File: src/console_serial_pkg.sv
// Constants and types shared by the console serial line unit
package console_serial_pkg;

	// ------------------------------------------------------------
	// Timing
	// ------------------------------------------------------------
	localparam int unsigned CLOCK_HZ = 100_000_000;
	localparam int unsigned LOOP_BAUD = 19200;
	localparam int unsigned LOOP_BIT_CYCLES = CLOCK_HZ / LOOP_BAUD;
	localparam int unsigned DEFAULT_BAUD = 9600;
	localparam int unsigned DEFAULT_BIT_CYCLES = CLOCK_HZ / DEFAULT_BAUD;

	// ------------------------------------------------------------
	// Register byte addresses
	// ------------------------------------------------------------
	localparam logic [7:0] ADDR_RX_CONTROL_STATUS = 8'h00;
	localparam logic [7:0] ADDR_RX_DATA_BUFFER = 8'h04;
	localparam logic [7:0] ADDR_TX_CONTROL_STATUS = 8'h08;
	localparam logic [7:0] ADDR_TX_DATA_BUFFER = 8'h0C;
	localparam logic [7:0] ADDR_IRQ_STATUS = 8'h10;
	localparam logic [7:0] ADDR_IRQ_MASK = 8'h14;
	localparam logic [7:0] ADDR_LINE_CONFIG = 8'h18;

	// ------------------------------------------------------------
	// Field positions
	// ------------------------------------------------------------
	localparam int RX_CS_AVAIL_BIT = 7;
	localparam int RX_CS_IE_BIT = 6;
	localparam int RX_BUF_ERROR_BIT = 15;
	localparam int RX_BUF_OVERRUN_BIT = 14;
	localparam int RX_BUF_FRAMING_BIT = 13;
	localparam int RX_BUF_PARITY_BIT = 12;
	localparam int TX_CS_READY_BIT = 7;
	localparam int TX_CS_IE_BIT = 6;
	localparam int TX_CS_MAINT_BIT = 2;
	localparam int IRQ_RX_BIT = 0;
	localparam int IRQ_TX_BIT = 1;
	localparam int IRQ_ERR_BIT = 2;
	localparam int CFG_PARITY_EN_BIT = 16;
	localparam int CFG_PARITY_ODD_BIT = 17;

	// ------------------------------------------------------------
	// Reset values
	// ------------------------------------------------------------
	localparam logic RX_IE_RESET = 1'b0;
	localparam logic TX_IE_RESET = 1'b0;
	localparam logic TX_READY_RESET = 1'b1;
	localparam logic MAINT_RESET = 1'b0;
	localparam logic [2:0] IRQ_STATUS_RESET = 3'h0;
	localparam logic [2:0] IRQ_MASK_RESET = 3'h0;
	localparam logic PARITY_EN_RESET = 1'b0;
	localparam logic PARITY_ODD_RESET = 1'b0;

	// ------------------------------------------------------------
	// Types
	// ------------------------------------------------------------
	typedef struct packed
	{
		logic [15:0] bit_cycles;
		logic parity_en;
		logic parity_odd;
	} line_cfg_t;

	typedef struct packed
	{
		logic [7:0] data;
		logic framing_bad;
		logic parity_bad;
	} rx_char_t;

endpackage

File: src/console_serial_rx.sv
// Serial character receiver of the console serial line unit
`timescale 1ns/1ps
module console_serial_rx
(
	input wire logic clock,
	input wire logic reset_n,
	input wire logic line_in,
	input wire console_serial_pkg::line_cfg_t cfg,
	output logic char_valid,
	output console_serial_pkg::rx_char_t rx_char
);
	typedef enum logic [2:0] {RX_IDLE, RX_START, RX_DATA, RX_PARITY, RX_STOP} rx_state_t;

	rx_state_t state_r;
	logic [15:0] count_r;
	logic [2:0] bit_r;
	logic [7:0] shift_r;
	logic parity_r;
	logic parity_bad_r;
	logic line_prev_r;
	logic char_valid_r;
	console_serial_pkg::rx_char_t rx_char_r;

	wire tick = (count_r == 16'h0000);
	wire [15:0] reload = cfg.bit_cycles - 16'h0001;

	assign char_valid = char_valid_r;
	assign rx_char = rx_char_r;

	// ------------------------------------------------------------
	// Frame sampling at mid bit
	// ------------------------------------------------------------
	always_ff @(posedge clock or negedge reset_n)
	begin
		if (!reset_n)
		begin
			state_r <= RX_IDLE;
			count_r <= 16'h0000;
			bit_r <= 3'h0;
			shift_r <= 8'h00;
			parity_r <= 1'b0;
			parity_bad_r <= 1'b0;
			line_prev_r <= 1'b1;
			char_valid_r <= 1'b0;
			rx_char_r <= '0;
		end
		else
		begin
			line_prev_r <= line_in;
			char_valid_r <= 1'b0;
			if (!tick)
				count_r <= count_r - 16'h0001;
			case (state_r)
				RX_IDLE:
					if (line_prev_r && !line_in)
					begin
						state_r <= RX_START;
						count_r <= {1'b0, cfg.bit_cycles[15:1]};
					end
				RX_START:
					if (tick)
					begin
						state_r <= line_in ? RX_IDLE : RX_DATA;
						count_r <= reload;
						bit_r <= 3'h0;
						parity_r <= cfg.parity_odd;
						parity_bad_r <= 1'b0;
					end
				RX_DATA:
					if (tick)
					begin
						shift_r <= {line_in, shift_r[7:1]};
						parity_r <= parity_r ^ line_in;
						count_r <= reload;
						bit_r <= bit_r + 3'h1;
						if (bit_r == 3'h7)
							state_r <= cfg.parity_en ? RX_PARITY : RX_STOP;
					end
				RX_PARITY:
					if (tick)
					begin
						parity_bad_r <= (line_in != parity_r);
						count_r <= reload;
						state_r <= RX_STOP;
					end
				RX_STOP:
					if (tick)
					begin
						char_valid_r <= 1'b1;
						rx_char_r.data <= shift_r;
						rx_char_r.framing_bad <= !line_in;
						rx_char_r.parity_bad <= parity_bad_r;
						state_r <= RX_IDLE;
					end
				default:
					state_r <= RX_IDLE;
			endcase
		end
	end
endmodule

File: src/console_serial_line_unit.sv
// Console serial line unit: APB registers, transmitter, loopback, interrupts
//
// Contract
// - Receive-complete flag sets once a full character sits in the receive buffer.
// - Receive-complete clears on a receive buffer access, unless a character loaded in its setup cycle, and on reset.
// - Receive interrupt enable is read/write; with it set, completion requests interrupt.
// - Receive buffer bit 15 reads as OR of overrun, framing and parity flags.
// - Overrun sets when a character arrives unread; clears on a receive buffer access, under the same rule as receive-complete, or on reset.
// - Framing flag sets on a missing stop bit; clears on a good frame.
// - Parity flag sets on wrong parity; clears when a later character passes.
// - Receive buffer low byte presents the received character, read only.
// - Transmit-ready sets when the buffer can take a character; clears on write.
// - Transmit ready with its enable set raises a transmit interrupt request.
// - Transmit interrupt enable is read/write; cleared by software or reset.
// - Maintenance bit loops the transmit serial output into the receiver.
// - In maintenance loopback the line runs at a fixed 19200 baud.
// - Maintenance bit is read/write; cleared by reset or writing zero.
// - Software writes the character to send into the transmit buffer low byte.
`timescale 1ns/1ps
module console_serial_line_unit
#(
	parameter int unsigned LOOP_BIT_CYCLES = console_serial_pkg::LOOP_BIT_CYCLES,
	parameter int unsigned DEFAULT_BIT_CYCLES = console_serial_pkg::DEFAULT_BIT_CYCLES
)
(
	input wire logic clock,
	input wire logic reset_n,
	input wire logic psel,
	input wire logic penable,
	input wire logic pwrite,
	input wire logic [7:0] paddr,
	input wire logic [31:0] pwdata,
	input wire logic [3:0] pstrb,
	output logic [31:0] prdata,
	output logic pready,
	output logic pslverr,
	input wire logic serial_in,
	output logic serial_out,
	output logic irq
);
	typedef enum logic [2:0] {TX_IDLE, TX_START, TX_DATA, TX_PARITY, TX_STOP} tx_state_t;

	localparam logic [15:0] LOOP_CYCLES_16 = LOOP_BIT_CYCLES[15:0];
	localparam logic [15:0] DEFAULT_CYCLES_16 = DEFAULT_BIT_CYCLES[15:0];

	// ------------------------------------------------------------
	// Address decoding
	// ------------------------------------------------------------
	function automatic logic hit(input logic [7:0] addr, input logic [7:0] reg_addr);
		hit = (addr == reg_addr);
	endfunction

	wire setup = psel && !penable;
	wire access = psel && penable;
	wire sel_rx_cs = hit(paddr, console_serial_pkg::ADDR_RX_CONTROL_STATUS);
	wire sel_rx_buf = hit(paddr, console_serial_pkg::ADDR_RX_DATA_BUFFER);
	wire sel_tx_cs = hit(paddr, console_serial_pkg::ADDR_TX_CONTROL_STATUS);
	wire sel_tx_buf = hit(paddr, console_serial_pkg::ADDR_TX_DATA_BUFFER);
	wire sel_irq_status = hit(paddr, console_serial_pkg::ADDR_IRQ_STATUS);
	wire sel_irq_mask = hit(paddr, console_serial_pkg::ADDR_IRQ_MASK);
	wire sel_cfg = hit(paddr, console_serial_pkg::ADDR_LINE_CONFIG);
	wire mapped = sel_rx_cs | sel_rx_buf | sel_tx_cs | sel_tx_buf | sel_irq_status
		| sel_irq_mask | sel_cfg;
	wire wr = access && pwrite && mapped;
	wire wr_lane0 = wr && pstrb[0];
	wire wr_lane1 = wr && pstrb[1];
	wire wr_lane2 = wr && pstrb[2];
	wire rx_buf_access = access && sel_rx_buf;
	wire irq_status_read = access && !pwrite && sel_irq_status;

	assign pready = 1'b1;
	assign pslverr = access && !mapped;

	// ------------------------------------------------------------
	// Register state
	// ------------------------------------------------------------
	logic rx_avail_r;
	logic rx_ie_r;
	logic overrun_r;
	logic [7:0] rx_data_r;
	logic framing_r;
	logic parity_flag_r;
	logic tx_ready_r;
	logic tx_ie_r;
	logic maint_r;
	logic [7:0] tx_hold_r;
	logic [2:0] irq_status_r;
	logic [2:0] irq_mask_r;
	logic [2:0] irq_snap_r;
	logic rx_load_in_setup_r;
	logic rx_req_prev_r;
	logic tx_req_prev_r;
	logic err_prev_r;
	logic [31:0] prdata_r;
	console_serial_pkg::line_cfg_t cfg_r;
	console_serial_pkg::line_cfg_t line_cfg;

	// ------------------------------------------------------------
	// Receive path with loopback selection
	// ------------------------------------------------------------
	logic rx_sync1_r;
	logic rx_sync2_r;
	logic tx_line_r;
	logic pin_out_r;
	logic rx_valid;
	console_serial_pkg::rx_char_t rx_char;

	wire rx_line = maint_r ? tx_line_r : rx_sync2_r;

	always_comb
	begin
		line_cfg = cfg_r;
		if (maint_r)
			line_cfg.bit_cycles = LOOP_CYCLES_16;
	end

	console_serial_rx rx_unit
	(
		.clock(clock),
		.reset_n(reset_n),
		.line_in(rx_line),
		.cfg(line_cfg),
		.char_valid(rx_valid),
		.rx_char(rx_char)
	);

	always_ff @(posedge clock or negedge reset_n)
	begin
		if (!reset_n)
		begin
			rx_sync1_r <= 1'b1;
			rx_sync2_r <= 1'b1;
			pin_out_r <= 1'b1;
		end
		else
		begin
			rx_sync1_r <= serial_in;
			rx_sync2_r <= rx_sync1_r;
			pin_out_r <= tx_line_r | maint_r;
		end
	end

	assign serial_out = pin_out_r;

	// ------------------------------------------------------------
	// Receiver flags
	// ------------------------------------------------------------
	// A character loaded while the read is in setup was not in the read data
	wire rx_clear = rx_buf_access && !rx_load_in_setup_r;
	wire rx_avail_nxt = rx_valid | (rx_avail_r & !rx_clear);
	wire overrun_nxt = (rx_valid & rx_avail_r & !rx_clear) | (overrun_r & !rx_clear);

	always_ff @(posedge clock or negedge reset_n)
	begin
		if (!reset_n)
		begin
			rx_avail_r <= 1'b0;
			overrun_r <= 1'b0;
			rx_data_r <= 8'h00;
			framing_r <= 1'b0;
			parity_flag_r <= 1'b0;
			rx_load_in_setup_r <= 1'b0;
		end
		else
		begin
			rx_avail_r <= rx_avail_nxt;
			overrun_r <= overrun_nxt;
			rx_load_in_setup_r <= setup && rx_valid;
			if (rx_valid)
			begin
				rx_data_r <= rx_char.data;
				framing_r <= rx_char.framing_bad;
				parity_flag_r <= rx_char.parity_bad;
			end
		end
	end

	// ------------------------------------------------------------
	// Control registers
	// ------------------------------------------------------------
	always_ff @(posedge clock or negedge reset_n)
	begin
		if (!reset_n)
		begin
			rx_ie_r <= console_serial_pkg::RX_IE_RESET;
			tx_ie_r <= console_serial_pkg::TX_IE_RESET;
			maint_r <= console_serial_pkg::MAINT_RESET;
			irq_mask_r <= console_serial_pkg::IRQ_MASK_RESET;
			cfg_r.bit_cycles <= DEFAULT_CYCLES_16;
			cfg_r.parity_en <= console_serial_pkg::PARITY_EN_RESET;
			cfg_r.parity_odd <= console_serial_pkg::PARITY_ODD_RESET;
		end
		else
		begin
			if (wr_lane0 && sel_rx_cs)
				rx_ie_r <= pwdata[console_serial_pkg::RX_CS_IE_BIT];
			if (wr_lane0 && sel_tx_cs)
			begin
				tx_ie_r <= pwdata[console_serial_pkg::TX_CS_IE_BIT];
				maint_r <= pwdata[console_serial_pkg::TX_CS_MAINT_BIT];
			end
			if (wr_lane0 && sel_irq_mask)
				irq_mask_r <= pwdata[2:0];
			if (wr_lane0 && sel_cfg)
				cfg_r.bit_cycles[7:0] <= pwdata[7:0];
			if (wr_lane1 && sel_cfg)
				cfg_r.bit_cycles[15:8] <= pwdata[15:8];
			if (wr_lane2 && sel_cfg)
			begin
				cfg_r.parity_en <= pwdata[console_serial_pkg::CFG_PARITY_EN_BIT];
				cfg_r.parity_odd <= pwdata[console_serial_pkg::CFG_PARITY_ODD_BIT];
			end
		end
	end

	// ------------------------------------------------------------
	// Transmitter
	// ------------------------------------------------------------
	tx_state_t tx_state_r;
	logic tx_hold_full_r;
	logic [7:0] tx_shift_r;
	logic [15:0] tx_count_r;
	logic [2:0] tx_bit_r;
	logic tx_parity_r;

	wire tx_write = wr_lane0 && sel_tx_buf && tx_ready_r;
	wire tx_tick = (tx_count_r == 16'h0000);
	wire [15:0] tx_reload = line_cfg.bit_cycles - 16'h0001;
	wire tx_take = (tx_state_r == TX_IDLE) && tx_hold_full_r;

	always_ff @(posedge clock or negedge reset_n)
	begin
		if (!reset_n)
		begin
			tx_ready_r <= console_serial_pkg::TX_READY_RESET;
			tx_hold_full_r <= 1'b0;
			tx_hold_r <= 8'h00;
		end
		else
		begin
			if (tx_write)
			begin
				tx_hold_r <= pwdata[7:0];
				tx_hold_full_r <= 1'b1;
				tx_ready_r <= 1'b0;
			end
			else if (tx_take)
			begin
				tx_hold_full_r <= 1'b0;
				tx_ready_r <= 1'b1;
			end
		end
	end

	always_ff @(posedge clock or negedge reset_n)
	begin
		if (!reset_n)
		begin
			tx_state_r <= TX_IDLE;
			tx_shift_r <= 8'h00;
			tx_count_r <= 16'h0000;
			tx_bit_r <= 3'h0;
			tx_parity_r <= 1'b0;
			tx_line_r <= 1'b1;
		end
		else
		begin
			if (!tx_tick)
				tx_count_r <= tx_count_r - 16'h0001;
			case (tx_state_r)
				TX_IDLE:
					if (tx_take)
					begin
						tx_shift_r <= tx_hold_r;
						tx_parity_r <= line_cfg.parity_odd;
						tx_line_r <= 1'b0;
						tx_count_r <= tx_reload;
						tx_state_r <= TX_START;
					end
				TX_START:
					if (tx_tick)
					begin
						tx_line_r <= tx_shift_r[0];
						tx_parity_r <= tx_parity_r ^ tx_shift_r[0];
						tx_shift_r <= {1'b0, tx_shift_r[7:1]};
						tx_bit_r <= 3'h0;
						tx_count_r <= tx_reload;
						tx_state_r <= TX_DATA;
					end
				TX_DATA:
					if (tx_tick)
					begin
						tx_count_r <= tx_reload;
						tx_bit_r <= tx_bit_r + 3'h1;
						if (tx_bit_r == 3'h7)
						begin
							tx_line_r <= line_cfg.parity_en ? tx_parity_r : 1'b1;
							tx_state_r <= line_cfg.parity_en ? TX_PARITY : TX_STOP;
						end
						else
						begin
							tx_line_r <= tx_shift_r[0];
							tx_parity_r <= tx_parity_r ^ tx_shift_r[0];
							tx_shift_r <= {1'b0, tx_shift_r[7:1]};
						end
					end
				TX_PARITY:
					if (tx_tick)
					begin
						tx_line_r <= 1'b1;
						tx_count_r <= tx_reload;
						tx_state_r <= TX_STOP;
					end
				TX_STOP:
					if (tx_tick)
						tx_state_r <= TX_IDLE;
				default:
					tx_state_r <= TX_IDLE;
			endcase
		end
	end

	// ------------------------------------------------------------
	// Interrupt status, mask and output
	// ------------------------------------------------------------
	wire rx_req = rx_avail_r & rx_ie_r;
	wire tx_req = tx_ready_r & tx_ie_r;
	wire err_any = overrun_r | framing_r | parity_flag_r;
	wire [2:0] irq_events = {err_any & !err_prev_r, tx_req & !tx_req_prev_r,
		rx_req & !rx_req_prev_r};
	wire [2:0] irq_clear = irq_status_read ? irq_snap_r : 3'h0;
	wire [2:0] irq_status_nxt = (irq_status_r & ~irq_clear) | irq_events;

	always_ff @(posedge clock or negedge reset_n)
	begin
		if (!reset_n)
		begin
			irq_status_r <= console_serial_pkg::IRQ_STATUS_RESET;
			rx_req_prev_r <= 1'b0;
			tx_req_prev_r <= 1'b0;
			err_prev_r <= 1'b0;
			irq <= 1'b0;
		end
		else
		begin
			irq_status_r <= irq_status_nxt;
			rx_req_prev_r <= rx_req;
			tx_req_prev_r <= tx_req;
			err_prev_r <= err_any;
			irq <= |(irq_status_nxt & irq_mask_r);
		end
	end

	// ------------------------------------------------------------
	// Read data, captured in the setup cycle
	// ------------------------------------------------------------
	logic [31:0] read_word;

	always_comb
	begin
		read_word = 32'h0000_0000;
		if (sel_rx_cs)
		begin
			read_word[console_serial_pkg::RX_CS_AVAIL_BIT] = rx_avail_r;
			read_word[console_serial_pkg::RX_CS_IE_BIT] = rx_ie_r;
		end
		if (sel_rx_buf)
		begin
			read_word[console_serial_pkg::RX_BUF_ERROR_BIT] = err_any;
			read_word[console_serial_pkg::RX_BUF_OVERRUN_BIT] = overrun_r;
			read_word[console_serial_pkg::RX_BUF_FRAMING_BIT] = framing_r;
			read_word[console_serial_pkg::RX_BUF_PARITY_BIT] = parity_flag_r;
			read_word[7:0] = rx_data_r;
		end
		if (sel_tx_cs)
		begin
			read_word[console_serial_pkg::TX_CS_READY_BIT] = tx_ready_r;
			read_word[console_serial_pkg::TX_CS_IE_BIT] = tx_ie_r;
			read_word[console_serial_pkg::TX_CS_MAINT_BIT] = maint_r;
		end
		if (sel_irq_status)
			read_word[2:0] = irq_status_r;
		if (sel_irq_mask)
			read_word[2:0] = irq_mask_r;
		if (sel_cfg)
		begin
			read_word[15:0] = cfg_r.bit_cycles;
			read_word[console_serial_pkg::CFG_PARITY_EN_BIT] = cfg_r.parity_en;
			read_word[console_serial_pkg::CFG_PARITY_ODD_BIT] = cfg_r.parity_odd;
		end
	end

	always_ff @(posedge clock or negedge reset_n)
	begin
		if (!reset_n)
		begin
			prdata_r <= 32'h0000_0000;
			irq_snap_r <= 3'h0;
		end
		else if (setup)
		begin
			prdata_r <= pwrite ? 32'h0000_0000 : read_word;
			irq_snap_r <= irq_status_r;
		end
	end

	assign prdata = prdata_r;
endmodule

File: config.mk
export PLATFORM = sky130hd
export DESIGN_NAME = console_serial_line_unit
export DESIGN_NICKNAME = d
export VERILOG_FILES = /design/src/console_serial_pkg.sv /design/src/console_serial_rx.sv /design/src/console_serial_line_unit.sv
export SDC_FILE = /design/constraint.sdc
export NUM_CORES = 1
export LEC_CHECK = 0
export BUFFER_PORTS_ARGS = -buffer_cell sky130_fd_sc_hd__buf_2
export CORE_ASPECT_RATIO = 0.5
export CORE_MARGIN = 2
export CORE_UTILIZATION = 40
export CTS_BUF_LIST = sky130_fd_sc_hd__clkbuf_16
export CTS_CLUSTER_DIAMETER = 150
export CTS_CLUSTER_SIZE = 14
export DETAILED_ROUTE_END_ITERATION = 6
export PLACE_DENSITY = 0.66
export SETUP_SLACK_MARGIN = 0.1
export SYNTH_ARGS = -nofsm -noshare
export SYNTH_HDL_FRONTEND = slang
export SYNTH_HIERARCHICAL = 1
export SYNTH_SLANG_ARGS = --single-unit
File: constraint.sdc
create_clock -name clock -period 4.4 [get_ports clock]
set_clock_uncertainty 0.15 [all_clocks]
set_input_delay 0 -clock clock [delete_from_list [all_inputs] [get_ports clock]]
set_output_delay 0 -clock clock [all_outputs]
set_load 0.1 [all_outputs]
# After elaboration in Yosys (flattened, before gate mapping)

Index checks and enable logic that the tools add are counted.
W data, S select, Z words.

Register bits: 168
Bits in latches: 0
RAM bits: 0
Bits in read-only memories: 0
Output and inout port bits: 36
Logic and storage cells: 228
Memories kept: 0

Add/subtract/negate cells: 5
Multipliers: 0
Divide/modulo/power cells: 0
$lt $le $gt $ge: 0
Eq/ne operators: 30
Shift operators: 0
Muxes and demuxes: 68
Bitwise gates (word level): 26
Reductions and logical operators: 55

Operators with widths:

| kind                    | number |
|---|---|
| $mux W16                | 7 |
| $pmux W16 S2            | 2 |
| $mux W3                 | 18 |
| $sub A16 B1 Y16 const B | 3 |
| $mux W8                 | 5 |
| $mux W18                | 2 |
| $logic_not A16 Y1       | 2 |
| $pmux W3 S5             | 2 |
| $eq A8 B5 Y1 const B    | 3 |
| $pmux W8 S3             | 1 |
| $logic_and A1 B1 Y1     | 23 |
| $mux W1                 | 21 |
| $eq A8 B4 Y1 const B    | 2 |
| $ne A2 B2 Y1 const B    | 7 |
| $eq A3 B2 Y1 const B    | 4 |
| $eq A3 B3 Y1 const B    | 4 |
| $ne A2 B1 Y1 const B    | 6 |
| $pmux W3 S2             | 2 |
| $reduce_and A6 Y1       | 2 |
| $or A1 B1 Y1            | 11 |
| $reduce_and A5 Y1       | 2 |
| $and A1 B1 Y1           | 9 |
| $logic_not A1 Y1        | 9 |
| $reduce_and A3 Y1       | 3 |
| 20 further kinds        | 34 |

# Depth between registers and ports, before layout

Word-level depth: 12
Mapped depth: 10
Gate-level depth less buffers: 10

# Hierarchy

The synthesis kept the hierarchy.

Modules (own cells, without submodules):

| module                   | times used | cells an instance | area an instance (µm²) | sequential area each (µm²) |
|---|---|---|---|---|
| console_serial_line_unit | 1          | 530               | 5680.4                 | 2765.2 |
| console_serial_rx        | 1          | 265               | 2552.4                 | 1102.3 |

# Least setup slack after synthesis

No wires, ideal clock.

Path type: register -> register
Start: register maint_r
End: register rx_unit.count_r[9]
Data arrival time: 2.817 ns
Data required time: 4.167 ns
Slack: 1.350 ns
Cell stages (with the launch flop): 9
Buffers on the path: 3
Cell sequence: dfrtp_1 -> clkbuf_1 -> clkbuf_1 -> mux2_2 -> or4b_2 -> nor2_1 -> clkbuf_1 -> a22oi_1 -> o21ai_0

Word-level cells in the longest chain between the ends: 5

Ends and longest elaborated chain:

| what                     | line                            | RTL |
|---|---|---|
| start: declaration       | console_serial_line_unit.sv:85  | `logic maint_r;` |
| start signal: assignment | console_serial_line_unit.sv:187 | `maint_r <= console_serial_pkg::MAINT_RESET;` |
| start signal: assignment | console_serial_line_unit.sv:200 | `maint_r <= pwdata[console_serial_pkg::TX_CS_MAINT_BIT];` |
| $mux W1                  | console_serial_line_unit.sv:108 | `wire rx_line = maint_r ? tx_line_r : rx_sync2_r;` |
| net rx_line              | console_serial_line_unit.sv:108 |  |
| $logic_not A1 Y1         | console_serial_rx.sv:55         | `if (line_prev_r && !line_in)` |
| $logic_and A1 B1 Y1      | console_serial_rx.sv:55         |  |
| $mux W16                 | console_serial_rx.sv:55         |  |
| $pmux W16 S2             | console_serial_rx.sv:53         | `case (state_r)` |
| end signal: assignment   | console_serial_rx.sv:52         | `count_r <= count_r - 16'h0001;` |
| end signal: assignment   | console_serial_rx.sv:58         | `count_r <= {1'b0, cfg.bit_cycles[15:1]};` |
| end signal: assignment   | console_serial_rx.sv:64         | `count_r <= reload;` |
| end: declaration         | console_serial_rx.sv:15         | `logic [15:0] count_r;` |

The timed path passes the listed nets, and every way through them passes these cells.
A chain may end at the register's enable or synchronous reset.

==> results.md <==
- Reg2reg path depth: 8
- Outcome: finished, final reports clean
- Post-route ant nets: 0
- Top sig layer: met4
- Top-area cell type share of the netlist area: 43.47%
- Most frequent cells in the layout: dfrtp_1 (143), nand2_1 (63), mux2_2 (63), buf_2 (54), o21ai_0 (45)
- Vias in the first global route: 6322
- Largest net degree at the start of global routing: 117
- Commonest non-fill, non-tap cell in the layout: dfrtp_1
- Crit path buf inv count: 2
- Fmax: 301.1 MHz
- Worst skew pair latency: 0.43 ns
- CTS tree: built
- Hold_sp: paddr[6]
- CTS max path bufs: 2
- Fin crit share: 75.49%
- Post-synth top area cell: dfrtp_1
- IO Pins: 86
- IO Port Bufs: 55
- H-tree depth: 4
- Gpl congestion: 0.8383
- Post_cts resized: 0
- DR DRC count: 0
- CP Launch Type: flip-flop
- # diodes: 0
- Reg2Reg Capture Point: rx_unit/count_r[15]$_DFF_PN0_
- Register area share after synthesis: 46.98%
- WL met1: 9384 µm
- Crit Path Max Fanout: 21
- Fin crit period: 3.322 ns
- # clock sinks: 154
- Synth warn: 6
- Total GRT Usage: 19.63%
- DR vias/cell: 5.542
- Area contributors post-synth: dfrtp_1 (43%), mux2_2 (8.6%), dfstp_2 (3.5%)
- Die Wd: 206.9 µm
- Root buffer cell: clkbuf_16
- Hold Path Cell Cnt: 5
- Leakage Power: 4.417 nW
- Initial antenna violation count: 0
- Ys async rst share: 100.0%
- DP Wirelength: 14190 µm
- Setup Buffers After CTS: 0
- Metal2 WL: 9890 µm
- EDFF count, synth: 0
- Routed length per placed instance: 17.54 µm
- Via count: 6479
- Max-Slew Margin vs Limit: 23.31%
- Metal3 WL: 918 µm
- Commonest register cell after synthesis: dfrtp_1
- CTS buffer count: 17
- Worst path cell trace: inv_1 > nand2_1 > inv_1 > or4_1 > or4_1 > o31a_1 > o21ai_1 > o21ai_1
- Peak VDD IR: 0.0002541 V
- RSZ-0062 raised after global routing: false
- Setup_tns: 0 ns
- CP arrival: 3.47 ns
- Setup violations, final: 0
- Max-cap violations: 0
- R2R Setup Slk: 1.08 ns
- Core Box Area: 0.02037 mm²
- Kind of critical path: flip-flop to flip-flop
- Crit path from: maint_r$_DFFE_PN0P_
- Die Height: 105.4 µm
- Syn_area_per_cell: 10.36 µm²
- Max Slew Vio Count: 0
- Synthesized flop and latch total: 154
- Pwr/cell area: 392.4 mW/mm²
- Total chip power: 0.003800 W
- Largest delay share family, worst path: simple AND/OR/NAND/NOR gates
- Die outline area: 0.02182 mm²
- Post-Synthesis Cells: 795
- Kind of path behind the tightest hold check: input port to flip-flop
- Hold Fails Final Rpt: 0
- Setup crit end: rx_unit/count_r[15]$_DFF_PN0_
- Share of post-route cells with drive strength above 1: 22.21%
- Worst EP required: 4.55 ns
- Critical path endpoint category: flip-flop
- Standard-cell rows: 37
- Count of unique library cells instantiated by Yosys: 74
- CP Depth: 8
- Worst r2r src: maint_r$_DFFE_PN0P_
- Starting Density: 40.42%
- # nets final: 942
- Hold Buf Count CTS: 40
- Final wirelength: 20510 µm
- Fin util: 47.54%
- Crit path largest cell delay: 0.77 ns
- Synthesis-to-layout area growth: 17.63%
- First-pass GRT wire length: 33420 µm
- # fillers: 1908
- Slowest cell on the critical path: dfrtp_1
- GRT overflow: 0
- Synth Cell Area: 0.008233 mm²
- Pre-antenna DRT Iters: 6
- Worst-Margin Slew: 1.150 ns
- Clock slew at reported path FFs: 0.07 ns
- DRT iter0 DRCs: 604
==> through the flow <==
step                      hold WS [ns]  setup slack, ns  instance area, µm²  instances
after floorplan                -0.4456            1.351                8282        808
after global placement        -0.04331            1.137                8701       1097
after detailed placement      -0.04330            1.077                8701       1097
after CTS                      0.01258            1.071                9684       1169
after global routing           0.06100           0.8992                9684       1169
final                          0.02777            1.078                9684       1169
==> registers in the layout, summed over array words and instances (netlist names), 3 cells and up <==
register and cells:
cfg_r 18, prdata 18, rx_unit/count_r 16, tx_count_r 16, rx_unit/rx_char 10, rx_data_r 8
rx_unit/shift_r 8, tx_hold_r 8, tx_shift_r 8, irq_mask_r 3, irq_snap_r 3, irq_status_r 3
rx_unit/bit_r 3, rx_unit/state_r 3, tx_bit_r 3, tx_state_r 3
==> cells in the mapped netlist (all sizes together) (3+ instances only) <==
library cell	number
nor2	45
or3	9
nand2b	10
nand2	63
a31oi	12
or3b	4
or4b	3
o2bb2ai	7
o21a	4
xor2	19
a21o	3
nand3	19
or4	13
and2	4
o31a	3
a22o	10
ha	9
nor4b	5
o31ai	4
dfstp	11
inv	24
o41ai	3
and3	3
xnor2	18
dfrtp	143
nor4	17
buf	26
nor2b	22
mux2	63
nor3	27
o21ai	50
a211oi	9
o211ai	4
nand3b	5
a22oi	14
mux2i	17
o22ai	5
nand4	8
clkbuf	19
a21oi	33
or2	9
nor3b	4
==> where the power goes <==
group          internal (W)  leakage, nW  total, W  switching (W)
clock              0.000804        0.288   0.00146       0.000658
combinational      0.000265         2.14  0.000645       0.000380
sequential          0.00153         1.98   0.00169       0.000166
total               0.00260         4.42   0.00380        0.00120
==> metal layers <==
metal	up-vias	global-route usage, %
met5	-	0
li1	3039	-
met4	0	5.826
met1	3238	26.89
met3	23	3.278
met2	179	31.98
==> worst register-to-register path, cell delays in order, from the launching register on <==
cell,delay [ns]
dfrtp_1,0.77
inv_1,0.31
nand2_1,0.18
inv_1,0.09
or4_1,0.64
or4_1,0.62
o31a_1,0.27
o21ai_1,0.12
o21ai_1,0.07
==> how the worst min path moves through the flow <==
stage | to | slack [ns]
floorplan | cfg_r[0]$_DFFE_PN0P_ | -0.45
global placement | rx_sync1_r$_DFF_PN1_ | -0.04
detailed placement | rx_sync1_r$_DFF_PN1_ | -0.04
CTS | maint_r$_DFFE_PN0P_ | 0.01
global route | maint_r$_DFFE_PN0P_ | 0.06
finish | irq_status_r[0]$_DFF_PN0_ | 0.03
==> cell families (layout without fill, tap and decap cells) <==
kind of cell	Yosys count	count (layout)	synth area share [%]
multiplexers	80	80	10.68
AND/OR/NAND/NOR	276	276	19.53
buffers and inverters	69	157	4.119
flip-flops	154	154	46.98
AO/OA/AOI/OAI	168	168	13.30
XOR/XNOR	37	37	3.936
other	2	15	0.09122
adder cells (fa/ha/maj)	9	9	1.368
==> area by class of cell <==
type                       instances  area, µm²  area share (%)
multi-input combinational        585       4075           42.08
sequential                       154       3867           39.94
timing repair buffer             101      726.9           7.506
clock buffer                      17      425.4           4.393
tap                              273      341.6           3.527
clock inverter                    15      157.7           1.628
inverter                          24      90.09          0.9302
No activity file was read; power rests on OpenSTA's default activity.
